--- config.mk ---
export PLATFORM = sky130hd
export DESIGN_NAME = sft_transmitter
export DESIGN_NICKNAME = d
export VERILOG_FILES = /design/src/hdl/sft_pkg.sv /design/src/hdl/sft_transmitter.sv
export SDC_FILE = /design/constraint.sdc
export NUM_CORES = 1
export LEC_CHECK = 0
export BUFFER_PORTS_ARGS = -buffer_cell sky130_fd_sc_hd__buf_2
export CAP_MARGIN = 5
export CORE_ASPECT_RATIO = 0.6
export CORE_MARGIN = 5
export CORE_UTILIZATION = 62
export DETAILED_ROUTE_END_ITERATION = 10
export GPL_ROUTABILITY_DRIVEN = 0
export PLACE_DENSITY = 0.9
export SLEW_MARGIN = 20
export SYNTH_ARGS = -nofsm -noshare
export SYNTH_HDL_FRONTEND = slang
export SYNTH_SLANG_ARGS = --single-unit
--- constraint.sdc ---
create_clock -name clock_i -period 3.75 [get_ports clock_i]
set_input_delay 0.1875 -clock clock_i [delete_from_list [all_inputs] [get_ports clock_i]]
set_output_delay 0.1875 -clock clock_i [all_outputs]
set_load 0.01 [all_outputs]
--- src/hdl/sft_pkg.sv ---
// package: constants, types and register map of the sdlc frame transmitter
package sft_pkg;

  // ----------------------------------------------------------------
  // register offsets (3-bit register port)
  // ----------------------------------------------------------------
  localparam logic [2:0] OFF_CMD = 3'h0;
  localparam logic [2:0] OFF_RXC = 3'h1;
  localparam logic [2:0] OFF_PMS = 3'h2;
  localparam logic [2:0] OFF_TCTL = 3'h3;
  localparam logic [2:0] OFF_TXDATA = 3'h4;
  localparam logic [2:0] OFF_STATUS = 3'h5;
  localparam logic [2:0] OFF_ICTL = 3'h6;

  // ----------------------------------------------------------------
  // reset values and crc polynomial
  // ----------------------------------------------------------------
  localparam logic [7:0] RST_REG = 8'h00;
  localparam logic [15:0] CRC_PRESET = 16'hFFFF;
  localparam logic [15:0] CRC_CLEAR = 16'h0000;
  localparam logic [15:0] CRC_POLY_REFL = 16'h8408;

  // ----------------------------------------------------------------
  // field positions
  // ----------------------------------------------------------------
  localparam int CMD_LSB = 3;
  localparam int CMD_MSB = 5;
  localparam int CRCCMD_LSB = 6;
  localparam int CRCCMD_MSB = 7;
  localparam int RXC_AUTO_EN = 5;
  localparam int PMS_SYNC_LSB = 4;
  localparam int PMS_SYNC_MSB = 5;
  localparam int TCTL_CRC_EN = 0;
  localparam int TCTL_RTS = 1;
  localparam int TCTL_CRC_SEL = 2;
  localparam int TCTL_TX_EN = 3;
  localparam int TCTL_BREAK = 4;
  localparam int TCTL_LEN_LSB = 5;
  localparam int TCTL_LEN_MSB = 6;
  localparam int TCTL_DTR = 7;
  localparam int ICTL_EXT_EN = 0;
  localparam int ICTL_TX_EN = 1;
  localparam int ICTL_WR_READY = 2;
  localparam int ICTL_WR_EN = 3;

  // ----------------------------------------------------------------
  // codes
  // ----------------------------------------------------------------
  localparam logic [2:0] CMD_SEND_ABORT = 3'h1;
  localparam logic [2:0] CMD_RST_EXT = 3'h2;
  localparam logic [2:0] CMD_CLR_TX_INT = 3'h5;
  localparam logic [1:0] CRCCMD_RST_TXCRC = 2'h2;
  localparam logic [1:0] CRCCMD_RST_EOM = 2'h3;
  localparam logic [1:0] PMS_SDLC = 2'h2;
  localparam logic [1:0] LEN_5 = 2'h0;
  localparam logic [1:0] LEN_6 = 2'h2;
  localparam logic [1:0] LEN_7 = 2'h1;
  localparam logic [2:0] LAST_5 = 3'h4;
  localparam logic [2:0] LAST_6 = 3'h5;
  localparam logic [2:0] LAST_7 = 3'h6;
  localparam logic [2:0] LAST_8 = 3'h7;
  localparam logic [7:0] FLAG_CHAR = 8'h7E;
  localparam logic [7:0] ABORT_CHAR = 8'hFF;
  localparam logic [2:0] STUFF_RUN = 3'h5;

  // ----------------------------------------------------------------
  // types
  // ----------------------------------------------------------------
  typedef enum logic [2:0] {
    ST_IDLE = 3'h0,
    ST_FLAG = 3'h1,
    ST_DATA = 3'h3,
    ST_CRC = 3'h2,
    ST_ABORT = 3'h6
  } sft_state_t;

  typedef struct packed {
    logic abort_busy;
    logic cts;
    logic sending;
    logic underrun_end_of_message_latch;
    logic ext_ip;
    logic tx_ip;
    logic tbe;
    logic buf_full;
  } sft_status_t;

endpackage

--- src/hdl/sft_transmitter.sv ---
// sdlc frame transmitter: register port, flag/data/crc/abort serialiser
//
// The plain strobed port and the address map are this design's own decisions.
`timescale 1ns/100ps

// Contract
// - crc reset command presets generator to ones in sdlc mode with sdlc crc selected, else clears it to zeros
// - line marks after reset and when disabled
// - break drives the line spacing
// - enabled idle transmitter sends continuous flags
// - abort sends eight ones then flags
// - abort discards shifting and buffered characters
// - zero after five ones, data/crc only
// - transmit interrupt on buffer full to empty
// - clear command ends pending transmit interrupt
// - no empty interrupt before first write
// - wait while full, ready while empty
// - empty shifter with empty buffer is underrun
// - underrun with latch clear sends crc, flags
// - latch set after reset; empty sends flags
// - command clears latch; crc start sets it
// - crc shows latch set, buffer not empty
// - underrun latch set raises external interrupt
// - character written during crc waits behind it
// - host aborts within 22 to 30 clocks
// - length codes 00=5 10=6 01=7 11=8
// - crc covers frame bits, sent complemented
// - characters go out lsb first
// - disable finishes character, then marks
module sft_transmitter
  import sft_pkg::*;
(
  // clock and reset
  input wire logic clock_i,
  input wire logic rst_i,
  // register port
  input wire logic [2:0] addr_i,
  input wire logic [7:0] wdata_i,
  input wire logic wr_i,
  input wire logic rd_i,
  output logic [7:0] rdata_o,
  // serial link
  input wire logic txc_i,
  input wire logic cts_n_i,
  output logic txd_o,
  output logic rts_n_o,
  output logic dtr_n_o,
  // cpu and dma side
  output logic int_o,
  output logic wait_ready_n_o
);

  // ----------------------------------------------------------------
  // state
  // ----------------------------------------------------------------
  logic [7:0] rxc_q, pms_q, tctl_q, ictl_q, buf_q, sh_q, rdata_q;
  logic buf_full_q, crc_hi_q, eom_q, tx_ip_q, ext_ip_q, abort_req_q;
  logic txd_q, int_q, wr_n_q, rts_n_q, dtr_n_q;
  logic txc_s1_q, txc_s2_q, txc_s3_q, cts_s1_q, cts_s2_q;
  logic [2:0] rem_q, ones_q;
  logic [15:0] crc_q;
  sft_state_t state_q;

  // ----------------------------------------------------------------
  // decode
  // ----------------------------------------------------------------
  wire wr_cmd = wr_i && (addr_i == OFF_CMD);
  wire wr_data = wr_i && (addr_i == OFF_TXDATA);
  wire [2:0] cmd = wdata_i[CMD_MSB:CMD_LSB];
  wire [1:0] crc_cmd = wdata_i[CRCCMD_MSB:CRCCMD_LSB];
  wire cmd_abort = wr_cmd && (cmd == CMD_SEND_ABORT);
  wire cmd_rst_ext = wr_cmd && (cmd == CMD_RST_EXT);
  wire cmd_clr_txip = wr_cmd && (cmd == CMD_CLR_TX_INT);
  wire cmd_rst_crc = wr_cmd && (crc_cmd == CRCCMD_RST_TXCRC);
  wire cmd_rst_eom = wr_cmd && (crc_cmd == CRCCMD_RST_EOM);
  wire sdlc_mode = (pms_q[PMS_SYNC_MSB:PMS_SYNC_LSB] == PMS_SDLC);
  wire sdlc_crc = !tctl_q[TCTL_CRC_SEL];
  wire brk = tctl_q[TCTL_BREAK];
  wire cts_ok = !rxc_q[RXC_AUTO_EN] || !cts_s2_q;
  wire tx_enable = tctl_q[TCTL_TX_EN] && sdlc_mode && cts_ok;
  // data changes on the falling edge of the link clock
  wire tick = txc_s3_q && !txc_s2_q;
  wire in_frame = (state_q == ST_DATA) || (state_q == ST_CRC);
  wire stuff_now = in_frame && (ones_q == STUFF_RUN);
  // abort waits out a flag's closing zero or a running abort: at most 13 ones
  wire abort_hold = ((state_q == ST_FLAG) && (rem_q == 3'h1)) || (state_q == ST_ABORT);
  wire abort_go = tick && abort_req_q && !abort_hold;
  wire at_bound = (rem_q == 3'h0);
  wire tbe = !buf_full_q && (state_q != ST_CRC);

  // length code to last bit index
  function automatic logic [2:0] last_bit(input logic [1:0] code);
    case (code)
      LEN_5: last_bit = LAST_5;
      LEN_6: last_bit = LAST_6;
      LEN_7: last_bit = LAST_7;
      default: last_bit = LAST_8;
    endcase
  endfunction

  // ----------------------------------------------------------------
  // next character selection at a character boundary
  // ----------------------------------------------------------------
  sft_state_t nx_state;
  logic [7:0] nx_char;
  logic [2:0] nx_last;
  logic take_buf, crc_start, crc_done;

  always_comb begin
    nx_state = state_q;
    nx_char = FLAG_CHAR;
    nx_last = LAST_8;
    take_buf = 1'b0;
    crc_start = 1'b0;
    crc_done = 1'b0;
    if (!tx_enable) begin
      nx_state = ST_IDLE;
      nx_char = ABORT_CHAR;
      nx_last = 3'h0;
    end else begin
      case (state_q)
        ST_CRC: begin
          if (crc_hi_q) begin
            nx_char = ~crc_q[15:8];
          end else begin
            nx_state = ST_FLAG;
            crc_done = 1'b1;
          end
        end
        ST_DATA: begin
          if (buf_full_q) begin
            nx_char = buf_q;
            nx_last = last_bit(tctl_q[TCTL_LEN_MSB:TCTL_LEN_LSB]);
            take_buf = 1'b1;
          end else if (!eom_q) begin
            nx_state = ST_CRC;
            nx_char = ~crc_q[7:0];
            crc_start = 1'b1;
          end else begin
            nx_state = ST_FLAG;
          end
        end
        default: begin
          if (buf_full_q && (state_q != ST_IDLE)) begin
            nx_state = ST_DATA;
            nx_char = buf_q;
            nx_last = last_bit(tctl_q[TCTL_LEN_MSB:TCTL_LEN_LSB]);
            take_buf = 1'b1;
          end else begin
            nx_state = ST_FLAG;
          end
        end
      endcase
    end
  end

  // ----------------------------------------------------------------
  // bit selection for this tick
  // ----------------------------------------------------------------
  wire load_now = tick && !abort_go && !stuff_now && at_bound;
  wire crc_starts = load_now && crc_start;
  wire buf_taken = load_now && take_buf;
  wire crc_ends = load_now && crc_done;
  sft_state_t cur_state;
  logic out_bit;
  logic [2:0] ones_d;
  logic [15:0] crc_step;

  always_comb begin
    cur_state = state_q;
    out_bit = sh_q[0];
    if (abort_go) begin
      cur_state = ST_ABORT;
      out_bit = 1'b1;
    end else if (stuff_now) begin
      out_bit = 1'b0;
    end else if (at_bound) begin
      cur_state = nx_state;
      out_bit = (nx_state == ST_IDLE) ? 1'b1 : nx_char[0];
    end
  end

  always_comb begin
    ones_d = 3'h0;
    if (!stuff_now && !abort_go && out_bit &&
        ((cur_state == ST_DATA) || (cur_state == ST_CRC))) begin
      ones_d = ones_q + 3'h1;
    end
  end

  wire crc_acc = tick && !abort_go && !stuff_now && (cur_state == ST_DATA) &&
                 tctl_q[TCTL_CRC_EN];
  assign crc_step = (crc_q[0] ^ out_bit) ? ((crc_q >> 1) ^ CRC_POLY_REFL) : (crc_q >> 1);

  // ----------------------------------------------------------------
  // register file
  // ----------------------------------------------------------------
  always_ff @(posedge clock_i) begin
    if (rst_i) begin
      rxc_q <= RST_REG;
      pms_q <= RST_REG;
      tctl_q <= RST_REG;
      ictl_q <= RST_REG;
      buf_q <= RST_REG;
    end else if (wr_i) begin
      if (addr_i == OFF_RXC) rxc_q <= wdata_i;
      if (addr_i == OFF_PMS) pms_q <= wdata_i;
      if (addr_i == OFF_TCTL) tctl_q <= wdata_i;
      if (addr_i == OFF_ICTL) ictl_q <= wdata_i;
      if (addr_i == OFF_TXDATA) buf_q <= wdata_i;
    end
  end

  sft_status_t status;
  assign status = '{abort_busy: abort_req_q || (state_q == ST_ABORT), cts: !cts_s2_q,
                    sending: state_q != ST_IDLE, underrun_end_of_message_latch: eom_q, ext_ip: ext_ip_q,
                    tx_ip: tx_ip_q, tbe: tbe, buf_full: buf_full_q};
  wire [7:0] rd_mux = (addr_i == OFF_STATUS) ? status :
                      (addr_i == OFF_RXC) ? rxc_q :
                      (addr_i == OFF_PMS) ? pms_q :
                      (addr_i == OFF_TCTL) ? tctl_q :
                      (addr_i == OFF_ICTL) ? ictl_q : 8'h00;

  always_ff @(posedge clock_i) begin
    if (rst_i) rdata_q <= 8'h00;
    else rdata_q <= rd_i ? rd_mux : 8'h00;
  end

  // ----------------------------------------------------------------
  // synchronisers
  // ----------------------------------------------------------------
  always_ff @(posedge clock_i) begin
    if (rst_i) begin
      txc_s1_q <= 1'b0;
      txc_s2_q <= 1'b0;
      txc_s3_q <= 1'b0;
      cts_s1_q <= 1'b1;
      cts_s2_q <= 1'b1;
    end else begin
      txc_s1_q <= txc_i;
      txc_s2_q <= txc_s1_q;
      txc_s3_q <= txc_s2_q;
      cts_s1_q <= cts_n_i;
      cts_s2_q <= cts_s1_q;
    end
  end

  // ----------------------------------------------------------------
  // buffer, latches and pending flags (set wins over clear)
  // ----------------------------------------------------------------
  always_ff @(posedge clock_i) begin
    if (rst_i) begin
      buf_full_q <= 1'b0;
      abort_req_q <= 1'b0;
      eom_q <= 1'b1;
      tx_ip_q <= 1'b0;
      ext_ip_q <= 1'b0;
    end else begin
      if (wr_data) buf_full_q <= 1'b1;
      else if (cmd_abort || buf_taken) buf_full_q <= 1'b0;
      if (cmd_abort) abort_req_q <= 1'b1;
      else if (abort_go) abort_req_q <= 1'b0;
      if (crc_starts) eom_q <= 1'b1;
      else if (cmd_rst_eom) eom_q <= 1'b0;
      if ((buf_taken || crc_ends) && ictl_q[ICTL_TX_EN]) tx_ip_q <= 1'b1;
      else if (cmd_clr_txip) tx_ip_q <= 1'b0;
      if (crc_starts && ictl_q[ICTL_EXT_EN]) ext_ip_q <= 1'b1;
      else if (cmd_rst_ext) ext_ip_q <= 1'b0;
    end
  end

  // ----------------------------------------------------------------
  // serialiser
  // ----------------------------------------------------------------
  always_ff @(posedge clock_i) begin
    if (rst_i) begin
      state_q <= ST_IDLE;
      sh_q <= 8'h00;
      rem_q <= 3'h0;
      ones_q <= 3'h0;
      crc_hi_q <= 1'b0;
    end else if (tick) begin
      ones_q <= ones_d;
      if (abort_go) begin
        state_q <= ST_ABORT;
        sh_q <= ABORT_CHAR >> 1;
        rem_q <= LAST_8;
        crc_hi_q <= 1'b0;
      end else if (!stuff_now) begin
        if (at_bound) begin
          state_q <= nx_state;
          sh_q <= nx_char >> 1;
          rem_q <= nx_last;
          if (crc_start) crc_hi_q <= 1'b1;
          else if (state_q == ST_CRC) crc_hi_q <= 1'b0;
        end else begin
          sh_q <= sh_q >> 1;
          rem_q <= rem_q - 3'h1;
        end
      end
    end
  end

  always_ff @(posedge clock_i) begin
    if (rst_i) crc_q <= CRC_PRESET;
    else if (cmd_rst_crc) crc_q <= (sdlc_mode && sdlc_crc) ? CRC_PRESET : CRC_CLEAR;
    else if (crc_acc) crc_q <= crc_step;
  end

  // ----------------------------------------------------------------
  // output flops
  // ----------------------------------------------------------------
  always_ff @(posedge clock_i) begin
    if (rst_i) begin
      txd_q <= 1'b1;
      int_q <= 1'b0;
      wr_n_q <= 1'b1;
      rts_n_q <= 1'b1;
      dtr_n_q <= 1'b1;
    end else begin
      if (brk) txd_q <= 1'b0;
      else if (tick) txd_q <= out_bit;
      else if (state_q == ST_IDLE) txd_q <= 1'b1;
      int_q <= tx_ip_q || ext_ip_q;
      if (!ictl_q[ICTL_WR_EN]) wr_n_q <= 1'b1;
      else if (ictl_q[ICTL_WR_READY]) wr_n_q <= !tbe;
      else wr_n_q <= !buf_full_q;
      rts_n_q <= !tctl_q[TCTL_RTS];
      dtr_n_q <= !tctl_q[TCTL_DTR];
    end
  end

  assign rdata_o = rdata_q;
  assign txd_o = txd_q;
  assign int_o = int_q;
  assign wait_ready_n_o = wr_n_q;
  assign rts_n_o = rts_n_q;
  assign dtr_n_o = dtr_n_q;
endmodule // sft_transmitter
# ---- Yosys cells after proc, flatten, opt, wreduce, memory -nomap -nowiden
# Index checks and enable logic that the tools add are counted.
dict set report op_classes {
  add_sub_neg 2
  eq_ne 24
  n_mux 68
  bitwise_logic 6
  reduce_logical 73
}
# op count
set ops {}
lappend ops {{$mux W8} 12}
lappend ops {{$mux W16} 4}
lappend ops {{$mux W3} 11}
lappend ops {{$mux W1} 31}
lappend ops {{$logic_and A1 B1 Y1} 30}
lappend ops {{$eq A3 B2 Y1 const B} 7}
lappend ops {{$eq A3 B3 Y1 const B} 6}
lappend ops {{$not A8 Y8} 2}
lappend ops {{$pmux W8 S2} 1}
lappend ops {{$eq A3 B1 Y1 const B} 4}
lappend ops {{$logic_not A3 Y1} 4}
lappend ops {{$reduce_and A2 Y1} 6}
lappend ops {{$reduce_bool A2 Y1} 6}
lappend ops {{$logic_not A1 Y1} 11}
lappend ops {{$reduce_bool A3 Y1} 3}
lappend ops {{$eq A2 B2 Y1 const B} 4}
lappend ops {{$logic_or A1 B1 Y1} 8}
lappend ops {{$mux W2} 4}
lappend ops {{$mux W7} 1}
lappend ops {{$pmux W2 S3} 1}
lappend ops {{$pmux W3 S2} 1}
lappend ops {{$reduce_or A2 Y1} 3}
lappend ops {{$pmux W2 S2} 1}
lappend ops {{$reduce_and A4 Y1} 1}
lappend ops {{other kinds (10)} 11}
dict set report word_totals {
  ff_bits 97
  inputBits 17
  word_cells 200
}

# ---- Longest topological paths before layout
# Gate-level depths: netlist (run 1).
dict set report logic_depth {
  word_depth 14
  ltp_mapped 10
  depth_no_buf 8
}

# ---- Least setup slack after synthesis (run 1)
# Ideal clock, no wire load.
dict set report synth_timing {
  kind {reg2reg}
  startpoint {register rem_q[1]}
  endpoint {register crc_q[11]}
  setup_ns 0.132
  t_arrival_ns 2.315
  t_required_ns 3.618
  path_slack_ns 1.303
  stages_incl_launch_ff 11
  synth_period_minus_slack_ns 2.447
  path_cell_list {dfxtp_1 > inv_1 > ha_1 > or4b_4 > o2111ai_4 > nand2_4 > or4b_1 > buf_2 > buf_6 > a21oi_1 > o21ai_1}
}
dict set report synth_via {
  elab_chain_len 11
  elab_cells_between_ends 16
}
# element line
set synth_lines {}
lappend synth_lines {{start, declared} sft_transmitter.sv:60} ;# logic [2:0] rem_q, ones_q;
lappend synth_lines {{start signal, assigned} sft_transmitter.sv:293} ;# rem_q <= nx_last;
lappend synth_lines {{start signal, assigned} sft_transmitter.sv:298} ;# rem_q <= rem_q - 3'h1;
lappend synth_lines {{branches (longest 8 deep; another with $eq A3 B1 Y1)} n/a}
lappend synth_lines {{$logic_and A1 B1 Y1 * (2 in a row)} sft_transmitter.sv:191} ;# wire crc_acc = tick && !abort_go && !stuff_now && (cur_state == ST_DATA) &&
lappend synth_lines {{$reduce_bool A2 Y1 (no source line) *} n/a}
lappend synth_lines {{end signal, assigned} sft_transmitter.sv:306} ;# else if (cmd_rst_crc) crc_q <= (sdlc_mode && sdlc_crc) ? CRC_PRESET : CRC_CLEAR;
lappend synth_lines {{end signal, assigned} sft_transmitter.sv:307} ;# else if (crc_acc) crc_q <= crc_step;
lappend synth_lines {{end, declared} sft_transmitter.sv:61} ;# logic [15:0] crc_q;
# Every way passes the cells marked *.
# A chain may end at the register's enable or synchronous reset.

# ---- Final worst setup path (run 1)
dict set report layout_timing {
  startpoint {register state_q[0]}
  endpoint {register crc_q[15]}
}
dict set report layout_via {
  elab_chain_len 14
  elab_cells_between_ends 40
}
# element line
set layout_lines {}
lappend layout_lines {{start, declared} sft_transmitter.sv:62} ;# sft_state_t state_q;
lappend layout_lines {{start signal, assigned} sft_transmitter.sv:291} ;# state_q <= nx_state;
lappend layout_lines {{$reduce_bool A3 Y1} sft_transmitter.sv:144} ;# if (buf_full_q && (state_q != ST_IDLE)) begin
lappend layout_lines {{$logic_and A1 B1 Y1} sft_transmitter.sv:144}
lappend layout_lines {{$mux W2} sft_transmitter.sv:144}
lappend layout_lines {{$pmux W3 S2} sft_transmitter.sv:121} ;# case (state_q)
lappend layout_lines {{$mux W3} sft_transmitter.sv:116} ;# if (!tx_enable) begin
lappend layout_lines {{$logic_not A3 Y1} sft_transmitter.sv:179} ;# out_bit = (nx_state == ST_IDLE) ? 1'b1 : nx_char[0];
lappend layout_lines {{$mux W1} sft_transmitter.sv:179}
lappend layout_lines {{$mux W1} sft_transmitter.sv:177} ;# end else if (at_bound) begin
lappend layout_lines {{$mux W1} sft_transmitter.sv:175} ;# end else if (stuff_now) begin
lappend layout_lines {{$mux W1} sft_transmitter.sv:172} ;# if (abort_go) begin
lappend layout_lines {{$xor A1 B1 Y1} sft_transmitter.sv:193} ;# assign crc_step = (crc_q[0] ^ out_bit) ? ((crc_q >> 1) ^ CRC_POLY_REFL) : (crc_q >> 1);
lappend layout_lines {{$mux W16} sft_transmitter.sv:193}
lappend layout_lines {{$mux W16} sft_transmitter.sv:307}
lappend layout_lines {{$mux W16} sft_transmitter.sv:306}
# Several ways; a longest one is shown, not always the timed one. The select of a mux whose other input is x is not followed.

==> flow_summary_export.csv, run 1 <==
group,metric,value,unit
worst_setup_path,critPathMaxStageDelay,820,ps
yosys,synth_flop_cell,"dfxtp_1",
sta,hold_violations,0,
yosys,syn-num-nets,633,
layout,area_growth,9.16,%
sta,setup_viol_count_final,0,
sta,tns,0,ps
global_routing,grt_max_degree,68,
layout,final_nets,629,
global_routing,grt_pass1_vias,4190,
clocking,cts_buffer_depth,2,
floorplan,fp.dieW,122,um
yosys,synth-simple-area-share,25.4,%
detailed_routing,via_per_inst,6.65,
clocking,tritoncts,"built",
pwr,p_per_area,416,nW/um^2
sta,grt_setup_unrepaired,"false",
detailed_routing,routed_wl,13.8,mm
pwr,ir_drop,301,uV
yosys,synth_edf_count,0,
yosys,synth_top_family_by_area,"simple AND/OR/NAND/NOR gates",
detailed_routing,vias,4763,
layout,diodes,0,
clocking,numCtsBuffers,9,
detailed_routing,first_pass_iters,9,
yosys,postSynthAreaPerCell,7.69,um^2
floorplan,die_area,9470,um^2
detailed_routing,wl_per_cell,19.3,um
yosys,ys_ff_latch,96,
global_routing,grtUsageMet1,42.5,%
yosys,synthAdderAreaFrac,1.33,%
yosys,netlist_area,4700,um^2
pwr,fin_total_pwr,2130,uW
worst_setup_path,crit_path_cell_trace,"inv_1 > o2111ai_4 > nand2_4 > or4b_1 > a211oi_1 > o21ai_1",
worst_setup_path,cp_max_fo,20,
yosys,async_flop_share,0,%
worst_setup_path,crit_slowest_cell,"or4b_1",
clocking,ctsHoldBuffers,0,
worst_setup_path,critPathKind,"reg -> reg",
global_routing,grt_busiest_layer,"met1",
global_routing,grt_use_met2,41.5,%
yosys,synthMuxAreaShare,2.98,%
placement,placement.io_buffers,29,
clocking,htree_levels,3,
sta,slew_headroom,38.6,%
floorplan,io_pins,30,
yosys,synth-compound-area-share,24.0,%
sta,clock.fmax,324,MHz
yosys,synthXorXnorAreaFrac,0,%
worst_setup_path,crit_path_end_kind,"flip-flop",
sta,period_minus_slack,3090,ps
sta,hold_ws,22.4,ps
yosys,yosysWarnings,0,
clocking,path_clk_slew,70,ps
global_routing,grtUsageMet3,10.1,%
global_routing,grt_usage,29.1,%
floorplan,initial_core_util,64.1,%
worst_setup_path,start_kind,"flip-flop",
clocking,ctsRootBufferMaster,"clkbuf_16",
worst_setup_path,critPathArrivalTime,3280,ps
worst_setup_path,critical_path_required,3950,ps
detailed_routing,remaining_drc_errors,0,
detailed_routing,drt_iter0_markers,952,
yosys,synthCells,611,
job,cap_violations,0,
sta,drv_slew,0,
yosys,yosysSeqAreaShare,40.9,%
clocking,post_cts_buffers,0,
clocking,clk_latency,340,ps
clocking,clock_sinks,96,
hold_path,hold_class,"in -> reg",
floorplan,num_rows,24,
sta,tightest_slew,918,ps
run_status,status,"completed",
detailed_routing,ant_nets,0,
yosys,synth_cell_type_count,57,
clocking,cts_resized,0,
sta,clock_skew,6.59,ps
sta,timing.final.crit_share,82.3,%
worst_setup_path,crit_family,"compound AO/OA/AOI/OAI gates",
global_routing,grt_pass1_wl,21.8,mm
global_routing,grt_antenna_before_repair,0,
placement,place_hpwl,9.60,mm
floorplan,core,7330,um^2
pwr,leakage,0.00177,uW
layout,drive_gt1_share,10.3,%
worst_setup_path,critPathBufInv,1,
floorplan,fp.dieH,77.4,um
global_routing,grt_overflow,0,
[report_power, final]
part	leakage, uW	internal (uW)	total, uW	switching [uW]
Combinational	0.000848	38.4	129	91.1
Sequential	0.000777	1040	1050	13.2
Clock	0.000148	557	955	398
Total	0.00177	1630	2130	503
[synth_stat cells, drive strengths merged (2+ instances only)]
cell type  instances  area (um^2)
mux2i             14          140
o31ai              3         22.5
nand2b             4         25.0
and2               3         18.8
ha                 5         62.6
nand3             12         60.1
o211ai             8         60.1
nor4b              3         41.3
a21oi             84          420
nand4b             2         17.5
clkbuf            41          154
dfxtp             96         1920
nand2            123          469
nor3b              4         41.3
nand4              2         12.5
o21ai             40          200
o221ai             6         52.6
a22oi              2         15.0
nor3              29          145
a211oi             5         37.5
a21boi             2         15.0
a211o              2         17.5
or2                4         25.0
a311oi             2         23.8
a21o              13         97.6
nor2              34          128
buf                9         56.3
or4b               3         33.8
a31oi              8         50.1
and3               7         43.8
inv               11         41.3
o41ai              2         17.5
o311ai             3         26.3
nand3b             3         22.5
nor2b             10         62.6
[kinds of logic (layout without fill, tap and decap cells)]
| logic type | count (synthesis) | count (layout) |
|---|---|---|
| AOI/OAI and AO/OA | 186 | 186 |
| adders and majority gates | 5 | 5 |
| buffers and inverters | 61 | 62 |
| DFF | 96 | 96 |
| muxes | 14 | 14 |
| and+or+nand+nor | 249 | 249 |
[layout make-up]
class | instances | area (um^2)
multi-input cells | 454 | 2530
clock buffers | 11 | 253
repair buffers | 35 | 190
inverters | 11 | 41.3
clock inverters | 5 | 62.6
fillers | 607 | 2200
flip-flops and latches | 96 | 1920
well taps | 104 | 130
[registers in the layout, indices dropped and copies added (netlist names), 3 cells and up]
register / cells
buf_q: 8
crc_q: 16
ictl_q: 8
ones_q: 3
pms_q: 8
rdata_o: 8
rem_q: 3
rxc_q: 8
sh_q: 7
state_q: 3
tctl_q: 8
[stage by stage]
| step | std cells | setup slack [ps] | cell area, um^2 | util [%] |
|---|---|---|---|---|
| global placement | 700 | 836 | 4810 | 65.7 |
| global route | 716 | 465 | 5130 | 70.0 |
| finish | 716 | 662 | 5130 | 70.0 |
| detailed placement | 700 | 702 | 4810 | 65.7 |
| floorplan | 611 | 1300 | 4700 | - |
| CTS | 716 | 690 | 5130 | 70.0 |
[layer usage]
| layer | vias up | part of all wire (%) |
|---|---|---|
| li1 | 2140 | - |
| met1 | 2223 | 41 |
| met2 | 349 | 41 |
| met3 | 51 | 16 |
| met4 | 0 | 1.9 |
| met5 | - | 0 |
[worst reg2reg max path, delay by kind of cell (launching register included)]
| family | cells | cell delay, ps |
|---|---|---|
| AO/OA/AOI/OAI | 3 | 1020 |
| flip-flops | 1 | 720 |
| AND/OR/NAND/NOR | 2 | 950 |
| buffers and inverters | 1 | 260 |
[cells in the final DEF (no fill, tap or decap), types with 3 or more instances in the layout]
master,instances
a21o_1,13
and2_1,3
ha_1,5
mux2i_1,14
a31oi_1,8
buf_2,29
nor3_1,29
o31ai_1,3
nand2b_1,4
nor2b_1,10
dfxtp_1,96
and3_1,7
a211oi_1,5
or2_2,4
clkbuf_16,9
nand3b_1,3
buf_4,6
inv_1,11
nor2_1,34
nand3_1,12
a21oi_1,84
o211ai_1,8
nand2_1,122
o21ai_0,30
o21ai_1,10
o221ai_1,6
[final timing paths]
| path | slack, ps | depth (start not counted) | end | startpoint |
|---|---|---|---|---|
| setup reg to reg | 660 | 6 | crc_q[15]$_SDFFE_PP1P_ | state_q[0]$_SDFFE_PP0P_ |
| hold reg to reg | 410 | 1 | rts_n_o$_SDFF_PP1_ | tctl_q[1]$_SDFFE_PP0P_ |
| setup / recovery | 660 | 6 | crc_q[15]$_SDFFE_PP1P_ | state_q[0]$_SDFFE_PP0P_ |
| hold / removal | 20 | 2 | cts_s1_q$_SDFF_PP1_ | cts_n_i |
Power figures use the tool's default switching activity.
==> inputs of run 2 (changes only) <==
--- a/config.mk
+++ b/config.mk
@@ -9,10 +9,10 @@
 export CAP_MARGIN = 5
 export CORE_ASPECT_RATIO = 0.6
 export CORE_MARGIN = 5
-export CORE_UTILIZATION = 62
+export CORE_UTILIZATION = 60
 export DETAILED_ROUTE_END_ITERATION = 10
 export GPL_ROUTABILITY_DRIVEN = 0
-export PLACE_DENSITY = 0.9
+export PLACE_DENSITY = 0.88
 export SLEW_MARGIN = 20
 export SYNTH_ARGS = -nofsm -noshare
 export SYNTH_HDL_FRONTEND = slang
==> constraint.sdc (replaced) <==
create_clock -name clock_i -period 2.98 [get_ports clock_i]
set_input_delay 0.149 -clock clock_i [delete_from_list [all_inputs] [get_ports clock_i]]
set_output_delay 0.149 -clock clock_i [all_outputs]
set_load 0.01 [all_outputs]
==> flow_summary_export.csv, run 2 (synthesis results as in run 1) <==
group,metric,value,unit
run_status,status,"completed",
floorplan,initial_core_util,60.5,%
job,cap_violations,0,
worst_setup_path,cp_max_fo,16,
pwr,leakage,0.00182,uW
placement,place_hpwl,9.51,mm
sta,grt_setup_unrepaired,"false",
detailed_routing,first_pass_iters,6,
pwr,pwr-share-clk,42.8,%
sta,period_minus_slack,2640,ps
pwr,pwr-share-seq,50.9,%
floorplan,core,7760,um^2
floorplan,num_rows,25,
sta,slew_headroom,34.0,%
detailed_routing,via_per_inst,6.41,
pwr,p_per_area,500,nW/um^2
sta,setup_viol_count_final,0,
pwr,combPwrFrac,6.4,%
worst_setup_path,crit_path_end_kind,"flip-flop",
floorplan,fp.dieH,78.5,um
clocking,path_clk_slew,70,ps
placement,placement.io_buffers,29,
floorplan,io_pins,30,
global_routing,grt_max_degree,68,
clocking,tritoncts,"built",
clocking,clk_latency,350,ps
worst_setup_path,critPathArrivalTime,2850,ps
layout,final_core_util,67.0,%
detailed_routing,route.met3.wl,1.88,mm
clocking,clock_sinks,96,
pwr,ir_drop,405,uV
pwr,p_sw,663,uW
sta,tns,0,ps
global_routing,grt_overflow,0,
worst_setup_path,start_kind,"flip-flop",
sta,clock_skew,8.10,ps
sta,hold_ws,9.72,ps
worst_setup_path,critPathKind,"reg -> reg",
clocking,cts_buffer_depth,2,
detailed_routing,drt_iter0_markers,767,
layout,final_cell_mix,"nand2_1 (122), dfxtp_1 (96), a21oi_1 (84)",
hold_path,hold_class,"in -> reg",
worst_setup_path,critical_path_required,3190,ps
sta,timing.final.crit_share,88.5,%
detailed_routing,ant_nets,0,
global_routing,grt_pass1_vias,4248,
clocking,numCtsBuffers,9,
clocking,htree_levels,3,
detailed_routing,routed_wl,13.6,mm
floorplan,fp.dieW,124,um
floorplan,die_area,9760,um^2
sta,tightest_slew,989,ps
sta,hold_violations,0,
sta,clock.fmax,379,MHz
layout,largest-register,"crc_q",
pwr,p_int,1930,uW
layout,diodes,0,
detailed_routing,met2_length,5.74,mm
layout,drive_gt1_share,11.8,%
detailed_routing,wl_per_cell,18.6,um
layout,area_growth,10.7,%
global_routing,grt_pass1_wl,22.0,mm
worst_setup_path,crit_path_cell_trace,"inv_1 > ha_1 > nor4bb_1 > and2_1 > a311oi_2 > or4b_1 > buf_4 > a211oi_1 > o21ai_1",
layout,final_nets,642,
worst_setup_path,critPathMaxStageDelay,540,ps
clocking,ctsRootBufferMaster,"clkbuf_16",
sta,drv_slew,0,
worst_setup_path,crit_slowest_cell,"or4b_1",
global_routing,grt_antenna_before_repair,0,
detailed_routing,remaining_drc_errors,0,
pwr,swShare,25.5,%
layout,layout_commonest_cell,"nand2_1",
detailed_routing,dr.max_layer_used,"met4",
layout,largest_register_ffs,16,
detailed_routing,wl_met1,5.72,mm
global_routing,grt_usage,28.2,%
detailed_routing,vias,4697,
==> run 2: cell types whose count changed in the layout (fill, tap and decap cells not counted) <==
cell,before,now
clkinv_4,1,2
clkbuf_8,2,0
clkbuf_1,0,1
buf_4,6,18
bufinv_16,1,0
dlygate4sd3_1,0,1
inv_8,0,1
==> run 2: stage by stage <==
stage	worst slack (ps)	std cells	total power (uW)	area (um^2)
after global routing	195	733	2670	5200
final	342	733	2600	5200
after floorplan	533	611	1450	4700
after detailed placement	203	714	1510	4890
after CTS	163	731	2600	5180
after global placement	357	714	1500	4890
==> run 2: worst paths after layout <==
| path | start | endpoint | slack (ps) | cells after the start |
|---|---|---|---|---|
| max | rem_q[0]$_SDFFE_PP0P_ | crc_q[15]$_SDFFE_PP1P_ | 340 | 9 |
| min | txc_i | txc_s1_q$_SDFF_PP0_ | 10 | 2 |
| max reg2reg | rem_q[0]$_SDFFE_PP0P_ | crc_q[15]$_SDFFE_PP1P_ | 340 | 9 |
| min reg2reg | tctl_q[1]$_SDFFE_PP0P_ | rts_n_o$_SDFF_PP1_ | 400 | 1 |
==> run 2: final cells by class <==
class	instances	area (um^2)
timing repair buffer	48	290
multi-input combinational	454	2530
clock inverter	6	52.6
clock buffer	10	229
inverter	11	41.3
fill	645	2560
tap	108	135
sequential	96	1920
==> run 2: power groups by stage <==
stage	combinational (uW)	clock, uW	sequential (uW)
after floorplan	108	0	1340
after global placement	150	0	1350
after detailed placement	156	0	1350
after CTS	158	1120	1320
after global routing	179	1170	1320
final	165	1110	1320
==> run 2: routing by layer <==
metal	vias up	global-route usage (%)
met5	-	0
met4	0	8.97
met3	31	8.84
met2	315	40.8
met1	2188	39.9
li1	2163	-
==> run 2: timing repair <==
item                                   CTS  global route
resized for setup                        0             0
buffers inserted                         0             2
endpoints found under the hold margin    1             0
setup endpoints to repair                0             2
hold buffers                             1             0
==> run 2: critical path: cells and delay by family, from the launching register on <==
family	cells	cell delay [ps]
AOI/OAI and AO/OA	3	460
DFF	1	340
buffers and inverters	2	300
and+or+nand+nor	3	1170
adders and majority gates	1	210
